$ cat src/sdram_ref_pkg.sv
package sdram_ref_pkg;

  // Mode-register write windows, offset X lands on the SDRAM address lines
  localparam logic [31:0] MODE_WIN_AREA2 = 32'ha4fd_4000;
  localparam logic [31:0] MODE_WIN_AREA3 = 32'ha4fd_5000;
  localparam logic [31:0] MODE_WIN_MASK = 32'hffff_f000;
  localparam int MODE_VAL_W = 12;

  // Register block, word aligned
  localparam logic [31:0] REG_BASE = 32'ha4fd_3000;
  localparam logic [31:0] REG_MASK = 32'hffff_ffe0;
  localparam logic [4:0] OFS_CTRL = 5'h00;
  localparam logic [4:0] OFS_TIMING = 5'h04;
  localparam logic [4:0] OFS_RCOUNT = 5'h08;
  localparam logic [4:0] OFS_RCONST = 5'h0c;
  localparam logic [4:0] OFS_STATUS = 5'h10;

  // Control fields
  localparam int CTRL_REN_BIT = 0;
  localparam int CTRL_RMS_BIT = 1;
  localparam int CTRL_LOWF_BIT = 2;
  localparam logic [2:0] CTRL_RST = 3'h0;

  // Timing fields
  localparam int TIM_TRP_LSB = 0;
  localparam int TIM_TRC_LSB = 4;
  localparam logic [1:0] TRP_RST = 2'h3;
  localparam logic [1:0] TRC_RST = 2'h3;

  // Status fields
  localparam int STAT_SELF_BIT = 0;
  localparam int STAT_INIT_BIT = 1;
  localparam int STAT_PEND_BIT = 2;
  localparam int STAT_GRANT_BIT = 3;
  localparam int STAT_LOST_BIT = 4;

  localparam logic [3:0] INIT_REF_COUNT = 4'h8;

  // Mode values, burst length 1: single write / burst write, bus width, latency
  localparam logic [11:0] MODE_SW_16_CL2 = 12'h440;
  localparam logic [11:0] MODE_SW_16_CL3 = 12'h460;
  localparam logic [11:0] MODE_SW_32_CL2 = 12'h880;
  localparam logic [11:0] MODE_SW_32_CL3 = 12'h8c0;
  localparam logic [11:0] MODE_BW_16_CL2 = 12'h040;
  localparam logic [11:0] MODE_BW_16_CL3 = 12'h060;
  localparam logic [11:0] MODE_BW_32_CL2 = 12'h080;
  localparam logic [11:0] MODE_BW_32_CL3 = 12'h0c0;

  typedef struct packed {
    logic cke;
    logic cs2_n;
    logic cs3_n;
    logic ras_n;
    logic cas_n;
    logic we_n;
  } sdram_cmd_s;

  localparam sdram_cmd_s CMD_NOP = 6'b1_00_111;
  localparam sdram_cmd_s CMD_PRE_ALL = 6'b1_00_010;
  localparam sdram_cmd_s CMD_REF = 6'b1_00_001;
  localparam sdram_cmd_s CMD_SELF = 6'b0_00_001;
  localparam sdram_cmd_s CMD_MRS2 = 6'b1_01_000;
  localparam sdram_cmd_s CMD_MRS3 = 6'b1_10_000;

  typedef enum logic [5:0] {
    ST_IDLE = 6'b000001,
    ST_TRP = 6'b000010,
    ST_TRC = 6'b000100,
    ST_SELF = 6'b001000,
    ST_MRSI = 6'b010000,
    ST_SPARE = 6'b100000
  } seq_state_e;

endpackage

$ cat src/sdram_refresh_ctrl.sv
// Notes on behaviour
// Setting both mode-select and enable bits starts self-refresh.
// Self-refresh entry: precharge-all, precharge idle count, then self-refresh command.
// No SDRAM access is allowed while in self-refresh.
// Clearing mode-select leaves self-refresh; commands blocked for recovery count.
// Enable set and mode-select clear at exit resumes periodic auto-refresh.
// Software preloads the counter one below the constant for early refresh.
// Self-refresh survives standby and any recovery except power-on reset.
// Power-on reset initialises all registers and ends self-refresh.
// Refresh waits for bus cycle end and for bus ownership to return.
// A new refresh request while one pends replaces it; one pending only.
// External bus request during self-refresh is not granted until it ends.
// Low-frequency mode launches commands, address, write data on falling edge.
// Low-frequency mode captures read data on the rising edge.
// Byte write to window base plus X issues mode-register write with X.
// Mode write is byte-size; written data is ignored.
// Address bits 12 and up are zero during a mode-register write.
// Single-write mode values are 440, 460, 880 or 8c0 hexadecimal.
// Burst-write mode values are 040, 060, 080 or 0c0 hexadecimal.
// Initialisation: one precharge-all, eight auto-refreshes, one mode-register set.
// Spacing: idle count, recovery count, and one idle after mode set.
// Software programs configuration registers before the mode-register write.
// Software waits the SDRAM power-up idle time before initialisation.
// Counter matches constant: refresh request, clear to zero, keep counting.
// Auto-refresh runs when mode-select is clear and enable is set.
// Self-refresh entry waits until any bus cycle in progress completes.
//
// The implementer's own choices: the Avalon-MM slave port and the register offsets.
`timescale 1ns/1ps
`default_nettype none
module sdram_refresh_ctrl
  import sdram_ref_pkg::*;
#(
  parameter int CNT_W = 8,
  parameter int ADDR_W = 15,
  parameter int DQ_W = 32
) (
  // Clock and reset
  input wire logic i_sys_clk,
  input wire logic i_rst,
  // Avalon-MM register slave
  input wire logic [31:0] i_avs_address,
  input wire logic i_avs_read,
  input wire logic i_avs_write,
  input wire logic [31:0] i_avs_writedata,
  input wire logic [3:0] i_avs_byteenable,
  output logic [31:0] o_avs_readdata,
  output logic o_avs_waitrequest,
  // Bus side
  input wire logic i_cyc_busy,
  input wire logic i_ext_breq,
  output logic o_bus_grant,
  output logic o_acc_ok,
  // SDRAM pins
  input wire logic i_bus_clk,
  input wire logic [DQ_W-1:0] i_sdram_dq,
  output sdram_cmd_s o_sdram_cmd,
  output logic [ADDR_W-1:0] o_sdram_addr,
  output logic [DQ_W-1:0] o_rd_data
);

  seq_state_e st_ff;
  logic [2:0] ctrl_ff;
  logic [1:0] trp_ff, trc_ff;
  logic [CNT_W-1:0] rcnt_ff, rconst_ff;
  logic pend_ff, lost_ff, grant_ff, sr_flag_ff, init_ff, init_req_ff, rd_done_ff;
  logic [2:0] bclk_sync_ff;
  logic [1:0] breq_sync_ff;
  logic [DQ_W-1:0] dq_s1_ff, dq_s2_ff;
  logic [1:0] cnt_ff;
  logic [3:0] ref_n_ff;
  logic [MODE_VAL_W-1:0] mode_val_ff;
  logic mode_area3_ff;
  sdram_cmd_s cmd_ff;
  logic [ADDR_W-1:0] addr_ff;
  logic [31:0] rdata_ff;

  function automatic logic [1:0] lane_of(input logic [3:0] be);
    lane_of = be[3] ? 2'h3 : be[2] ? 2'h2 : be[1] ? 2'h1 : 2'h0;
  endfunction

  function automatic logic one_hot4(input logic [3:0] be);
    one_hot4 = (be != 4'h0) && ((be & (be - 4'h1)) == 4'h0);
  endfunction

  // Link clock and pins: two flops before any logic reads them
  always_ff @(posedge i_sys_clk) begin
    bclk_sync_ff <= {bclk_sync_ff[1:0], i_bus_clk};
    breq_sync_ff <= {breq_sync_ff[0], i_ext_breq};
    dq_s1_ff <= i_sdram_dq;
    dq_s2_ff <= dq_s1_ff;
  end

  logic bclk_rise, bclk_fall, lowf, slot, cap_edge, breq;
  assign bclk_rise = bclk_sync_ff[1] & ~bclk_sync_ff[2];
  assign bclk_fall = ~bclk_sync_ff[1] & bclk_sync_ff[2];
  assign lowf = ctrl_ff[CTRL_LOWF_BIT];
  assign slot = lowf ? bclk_fall : bclk_rise;
  assign cap_edge = lowf ? bclk_rise : bclk_fall;
  assign breq = breq_sync_ff[1];

  // Bus decode
  logic reg_hit, win2_hit, win3_hit, win_hit, mode_take;
  logic [4:0] reg_ofs;
  assign reg_hit = (i_avs_address & REG_MASK) == REG_BASE;
  assign reg_ofs = i_avs_address[4:0];
  assign win2_hit = (i_avs_address & MODE_WIN_MASK) == MODE_WIN_AREA2;
  assign win3_hit = (i_avs_address & MODE_WIN_MASK) == MODE_WIN_AREA3;
  assign win_hit = win2_hit | win3_hit;
  // Mode writes stall while an initialisation sequence is queued or running
  assign mode_take = i_avs_write & win_hit & ~init_req_ff & ~init_ff;

  always_comb begin
    if (i_avs_read) begin
      o_avs_waitrequest = ~rd_done_ff;
    end else if (i_avs_write & win_hit) begin
      o_avs_waitrequest = ~mode_take;
    end else begin
      o_avs_waitrequest = 1'b0;
    end
  end
  assign o_avs_readdata = rdata_ff;

  logic reg_wr;
  assign reg_wr = i_avs_write & reg_hit;

  // Power-on reset is the only reset; standby never touches these
  always_ff @(posedge i_sys_clk) begin
    if (i_rst) begin
      ctrl_ff <= CTRL_RST;
      trp_ff <= TRP_RST;
      trc_ff <= TRC_RST;
      rconst_ff <= '0;
    end else if (reg_wr && i_avs_byteenable[0]) begin
      if (reg_ofs == OFS_CTRL) begin
        ctrl_ff <= i_avs_writedata[2:0];
      end
      if (reg_ofs == OFS_TIMING) begin
        trp_ff <= i_avs_writedata[TIM_TRP_LSB +: 2];
        trc_ff <= i_avs_writedata[TIM_TRC_LSB +: 2];
      end
      if (reg_ofs == OFS_RCONST) begin
        rconst_ff <= i_avs_writedata[CNT_W-1:0];
      end
    end
  end

  always_ff @(posedge i_sys_clk) begin
    if (i_rst) begin
      rd_done_ff <= 1'b0;
      rdata_ff <= '0;
    end else begin
      rd_done_ff <= i_avs_read & ~rd_done_ff;
      if (i_avs_read & ~rd_done_ff) begin
        rdata_ff <= '0;
        if (reg_hit) begin
          unique case (reg_ofs)
            OFS_CTRL: rdata_ff[2:0] <= ctrl_ff;
            OFS_TIMING: rdata_ff <= 32'({trc_ff, 2'h0, trp_ff});
            OFS_RCOUNT: rdata_ff[CNT_W-1:0] <= rcnt_ff;
            OFS_RCONST: rdata_ff[CNT_W-1:0] <= rconst_ff;
            OFS_STATUS: rdata_ff[4:0] <= {lost_ff, grant_ff, pend_ff, init_ff,
                                          st_ff == ST_SELF};
            default: rdata_ff <= '0;
          endcase
        end
      end
    end
  end

  // Mode write: data ignored, only single-byte writes start a sequence
  always_ff @(posedge i_sys_clk) begin
    if (i_rst) begin
      init_req_ff <= 1'b0;
      mode_val_ff <= '0;
      mode_area3_ff <= 1'b0;
    end else if (mode_take && one_hot4(i_avs_byteenable)) begin
      init_req_ff <= 1'b1;
      mode_val_ff <= {i_avs_address[MODE_VAL_W-1:2], lane_of(i_avs_byteenable)};
      mode_area3_ff <= win3_hit;
    end else if (slot && st_ff == ST_IDLE && init_req_ff && !i_cyc_busy && !grant_ff) begin
      init_req_ff <= 1'b0;
    end
  end

  // Refresh counter ticks on rising bus clock edges only
  logic auto_en, match;
  assign auto_en = ctrl_ff[CTRL_REN_BIT] & ~ctrl_ff[CTRL_RMS_BIT];
  assign match = auto_en && bclk_rise && (rcnt_ff == rconst_ff);

  always_ff @(posedge i_sys_clk) begin
    if (i_rst) begin
      rcnt_ff <= '0;
    end else if (reg_wr && i_avs_byteenable[0] && reg_ofs == OFS_RCOUNT) begin
      rcnt_ff <= i_avs_writedata[CNT_W-1:0];
    end else if (match) begin
      rcnt_ff <= '0;
    end else if (auto_en && bclk_rise) begin
      rcnt_ff <= rcnt_ff + CNT_W'(1);
    end
  end

  logic start_ok, take_ref;
  assign start_ok = slot && st_ff == ST_IDLE && !i_cyc_busy && !grant_ff;
  assign take_ref = start_ok && !init_req_ff && pend_ff && auto_en;

  // Single pending flag; a repeat match overwrites it, set beats take
  always_ff @(posedge i_sys_clk) begin
    if (i_rst) begin
      pend_ff <= 1'b0;
      lost_ff <= 1'b0;
    end else begin
      if (match) begin
        pend_ff <= 1'b1;
      end else if (take_ref || !auto_en) begin
        pend_ff <= 1'b0;
      end
      if (match && pend_ff && !take_ref) begin
        lost_ff <= 1'b1;
      end
    end
  end

  // Bus release only from idle, never during self-refresh or a sequence
  always_ff @(posedge i_sys_clk) begin
    if (i_rst) begin
      grant_ff <= 1'b0;
    end else if (!breq) begin
      grant_ff <= 1'b0;
    end else if (st_ff == ST_IDLE && !i_cyc_busy && !init_req_ff && !pend_ff &&
                 !ctrl_ff[CTRL_RMS_BIT]) begin
      grant_ff <= 1'b1;
    end
  end
  assign o_bus_grant = grant_ff;

  assign o_acc_ok = st_ff == ST_IDLE && cmd_ff.cke && !grant_ff;

  // Command sequencer, advances only on launch edges
  always_ff @(posedge i_sys_clk) begin
    if (i_rst) begin
      st_ff <= ST_IDLE;
      cmd_ff <= CMD_NOP;
      addr_ff <= '0;
      cnt_ff <= '0;
      ref_n_ff <= '0;
      sr_flag_ff <= 1'b0;
      init_ff <= 1'b0;
    end else if (slot) begin
      cmd_ff <= st_ff == ST_SELF ? CMD_SELF : CMD_NOP;
      unique case (st_ff)
        ST_IDLE: begin
          if (start_ok && (init_req_ff || ctrl_ff[CTRL_RMS_BIT] || take_ref)) begin
            cmd_ff <= CMD_PRE_ALL;
            cnt_ff <= trp_ff;
            st_ff <= ST_TRP;
            init_ff <= init_req_ff;
            sr_flag_ff <= !init_req_ff && ctrl_ff[CTRL_RMS_BIT] &&
                          ctrl_ff[CTRL_REN_BIT];
            ref_n_ff <= '0;
          end
        end
        ST_TRP: begin
          if (cnt_ff != 2'h0) begin
            cnt_ff <= cnt_ff - 2'h1;
          end else if (sr_flag_ff) begin
            cmd_ff <= CMD_SELF;
            st_ff <= ST_SELF;
          end else begin
            cmd_ff <= CMD_REF;
            ref_n_ff <= ref_n_ff + 4'h1;
            cnt_ff <= trc_ff;
            st_ff <= ST_TRC;
          end
        end
        ST_TRC: begin
          if (cnt_ff != 2'h0) begin
            cnt_ff <= cnt_ff - 2'h1;
          end else if (init_ff && ref_n_ff != INIT_REF_COUNT) begin
            cmd_ff <= CMD_REF;
            ref_n_ff <= ref_n_ff + 4'h1;
            cnt_ff <= trc_ff;
          end else if (init_ff) begin
            cmd_ff <= mode_area3_ff ? CMD_MRS3 : CMD_MRS2;
            addr_ff <= ADDR_W'(mode_val_ff);
            st_ff <= ST_MRSI;
          end else begin
            st_ff <= ST_IDLE;
          end
        end
        ST_SELF: begin
          if (!ctrl_ff[CTRL_RMS_BIT]) begin
            cmd_ff <= CMD_NOP;
            cnt_ff <= trc_ff;
            sr_flag_ff <= 1'b0;
            st_ff <= ST_TRC;
          end
        end
        ST_MRSI: begin
          addr_ff <= '0;
          init_ff <= 1'b0;
          st_ff <= ST_IDLE;
        end
        default: st_ff <= ST_IDLE;
      endcase
    end
  end
  assign o_sdram_cmd = cmd_ff;
  assign o_sdram_addr = addr_ff;

  always_ff @(posedge i_sys_clk) begin
    if (i_rst) begin
      o_rd_data <= '0;
    end else if (cap_edge) begin
      o_rd_data <= dq_s2_ff;
    end
  end
endmodule
`default_nettype wire

$ cat config.mk
export PLATFORM = sky130hd
export DESIGN_NAME = sdram_refresh_ctrl
export DESIGN_NICKNAME = d
export VERILOG_FILES = /design/src/sdram_ref_pkg.sv /design/src/sdram_refresh_ctrl.sv
export SDC_FILE = /design/constraint.sdc
export NUM_CORES = 1
export LEC_CHECK = 0
export BUFFER_PORTS_ARGS = -buffer_cell sky130_fd_sc_hd__buf_2
export CORE_MARGIN = 1
export CORE_UTILIZATION = 52
export CTS_CLUSTER_SIZE = 25
export DETAILED_ROUTE_END_ITERATION = 10
export PLACE_DENSITY = 0.8
export SETUP_SLACK_MARGIN = 0.1
export SLEW_MARGIN = 20
export SYNTH_ARGS = -nofsm -noshare
export SYNTH_HDL_FRONTEND = slang
export SYNTH_SLANG_ARGS = --single-unit
$ cat constraint.sdc
create_clock -name i_sys_clk -period 2.6 [get_ports i_sys_clk]
set_clock_uncertainty 0.05 [all_clocks]
set_input_delay 0.26 -clock i_sys_clk [delete_from_list [all_inputs] [get_ports i_sys_clk]]
set_output_delay 0.26 -clock i_sys_clk [all_outputs]
set_load 0.02 [all_outputs]
==> metrics <==
Hold Path Class input port to register; largest net degree at the start of global routing between 50 and 60; Worst path depth 6; core area 12700 um2; MaxCap Viol Count 0; FP Rows 41; root buffer cell clkbuf_16; clk_lat worst skew 430 ps; Fin. Hold Viols 0; vias in the first global route approximately 5500; WHS Path Cells 3; Synth Area in Compound Gates 0.121; NetSw about 1.5 mW; Final Hold Slack 32.0 ps; Iter 0 DRT Violations approximately 360; share of cells above drive strength 1 0.221; first-pass GRT wire length around 27000 um; asr flop ratio synth 0; height of the die 116 um; final WL 17000 um; xor/xnor cell area share of the yosys netlist 0.0155; number of diodes 0; final routed DRC violation total 0; Die X 116 um; clock power share 0.447; synth unique cells 66; Final GP Congestion 0.893; period utilization 0.841; Sw Share 0.252; Seq pwr share 0.492; CTS sink cnt roughly 180; crit path time final about 2200 ps; die footprint 13500 um2; Post-DRT Antenna Nets 0; combinational share of power 0.061; data arrival time of the worst path about 2400 ps; slowest CP cell dfxtp_1; largest family of logic cells by synthesized area simple AND/OR/NAND/NOR gates; Post-Synth Adder-Cell Area 0.00552; Syn. warnings 0; Initial Util 0.536; Synth Flop Type dfxtp_1; Num CTS Buffers 17; Nets 1013; Critical Path RT 2830 ps; path type of the worst setup path register to register; relative slew slack 0.558; Reg2Reg Depth 6; Power Internal 4.38 mW; IO Count 195; setup TNS 0 ps; DR pass1 iterations 4; Pleak 3.59 nW; worst-margin pin slew between 600 and 700 ps; Worst Path Max Fanout 12; status complete, no violations; Fmax 457 MHz; Syn Std Cell Area 6790 um2; initial antenna violation count 0; crit-path cells nor3b_4, nand2_2, or3_4, a21o_1, nand2_1, a21oi_1; final setup fails 0; Overflow after GRT 0; post_cts resized 0; CTS H-Tree Depth 4; syn_area_per_cell 9.29 um2; clock tree buffer depth 2; final max-slew violation count 0; P&R area growth vs syn 25.4%; mux share of post-synthesis cell area 0.0582; TritonCTS clock tree yes; pwr dens 688 nW/um2; RSZ-0062 raised after global routing false; sequential fraction of the synthesis area 0.533; CP max stage delay 460 ps; register bit total from synthesis 181; DP HPWL 10700 um; total vias in the final route 5784; global-route usage over all layers 0.265; Worst-path clk slew 80 ps; WL/cell around 16 um; Post-synth EDFFs 0; CP top delay family simple AND/OR/NAND/NOR gates; Simple-Gate Fraction of Synth Area 0.209; CP Launch Type register; Max VDD drop 0.000882 V; # port buffers 143; Via-to-Cell Ratio 5.32; Synth Instances 731; CP Buf/Inv Count 0; critical path capture point type register
-- repair_timing --
item	4_1_cts	5_1_grt
hold buffers	34	0
hold endpoints to repair	34	0
setup buffers	0	0
-- registers in the layout (all words and copies together) (netlist names), 2 cells and up --
register / count
o_sdram_cmd: 6
st_ff: 5
o_rd_data: 32
ctrl_ff: 3
rconst_ff: 8
o_sdram_addr: 12
bclk_sync_ff: 3
rcnt_ff: 8
ref_n_ff: 4
breq_sync_ff: 2
mode_val_ff: 12
o_avs_readdata: 8
trc_ff: 2
dq_s1_ff: 32
trp_ff: 2
dq_s2_ff: 32
cnt_ff: 2
-- per-stage QoR --
step,util,area [um2],setup slack (ps),instances,power (mW)
global route,0.672,8520,242,1088,6.05
finish,0.672,8520,414,1088,5.86
CTS,0.672,8520,450,1088,5.84
detailed placement,0.597,7560,189,1022,3.25
global placement,0.597,7560,238,1022,3.24
floorplan,-,6890,710,757,3.14
-- layout make-up --
type / instances / area (um2)
Fill cell: 951 / 4150
Multi-Input combinational cell: 505 / 2880
Tap cell: 172 / 215
Clock buffer: 18 / 429
Sequential cell: 181 / 3620
Timing Repair Buffer: 189 / 1150
Clock inverter: 14 / 185
Inverter: 9 / 33.8
-- synthesized netlist by cell type, types with 4 or more instances --
| library cell | number | area (um2) |
|---|---|---|
| a211oi_1 | 11 | 82.6 |
| a21oi_1 | 64 | 320 |
| a31oi_1 | 6 | 37.5 |
| and3_1 | 6 | 37.5 |
| buf_2 | 5 | 25.0 |
| buf_4 | 29 | 218 |
| clkbuf_1 | 24 | 90.1 |
| dfxtp_1 | 181 | 3620 |
| inv_1 | 9 | 33.8 |
| mux2i_1 | 35 | 350 |
| nand2_1 | 109 | 409 |
| nand2b_1 | 10 | 62.6 |
| nand3_1 | 22 | 110 |
| nand3b_1 | 7 | 52.6 |
| nand4_1 | 10 | 62.6 |
| nor2_1 | 66 | 248 |
| nor2b_1 | 11 | 68.8 |
| nor3_1 | 14 | 70.1 |
| nor3b_1 | 5 | 37.5 |
| o211ai_1 | 4 | 30.0 |
| o21ai_0 | 24 | 120 |
| xnor2_1 | 10 | 87.6 |
-- worst reg2reg max path: cells and delay by family (launching register included) --
family          cells  cell delay, ps
flops               1             460
compound gates      2             430
simple gates        4            1100
-- cells in the final DEF, fill, tap and decap left out, types with 7 or more instances in the layout --
cell,netlist,layout
dfxtp_1,181,181
mux2i_1,35,35
xnor2_1,10,10
a21oi_1,64,64
nand3_1,22,22
nand3b_1,7,7
dlygate4sd3_1,0,34
nor2b_1,11,11
a211oi_1,11,11
inv_1,9,9
nand4_1,10,10
clkbuf_16,0,17
nand2b_1,10,10
nor2_1,66,66
conb_1,1,27
buf_4,29,13
nor3_1,14,14
buf_2,5,142
o21ai_0,24,24
nand2_1,109,109
-- worst paths after layout --
path	startpoint	endpoint	slack [ps]
worst max-delay path	st_ff[2]	o_sdram_addr[11]	410
worst min register to register	dq_s1_ff[4]	dq_s2_ff[4]	280
worst min-delay path	i_avs_writedata[7]	rconst_ff[7]	30
worst max register to register	st_ff[2]	o_sdram_addr[11]	410
-- power groups by stage --
stage,Sequential [mW],Clock [mW],Combinational [mW]
after floorplan,2.97,0,0.173
after global placement,2.94,0,0.300
after detailed placement,2.94,0,0.306
after CTS,2.88,2.61,0.348
after global routing,2.89,2.77,0.387
final,2.88,2.62,0.356
-- cell families after synthesis --
kind of cell             Yosys count
AND/OR/NAND/NOR                  289
flip-flops                       181
AO/OA/AOI/OAI                    137
buffers and inverters             71
multiplexers                      37
XOR/XNOR                          12
adder cells (fa/ha/maj)            3
other                              1
-- layer usage --
metal / routed length (um) / global-route usage / part of all wire
met1: 6910 / 0.325 / 0.41
met2: 8320 / 0.434 / 0.49
met3: 1470 / 0.0955 / 0.087
met4: 302 / 0.0838 / 0.018
met5: 0 / 0 / 0
(Power assumes the default switching activity.)
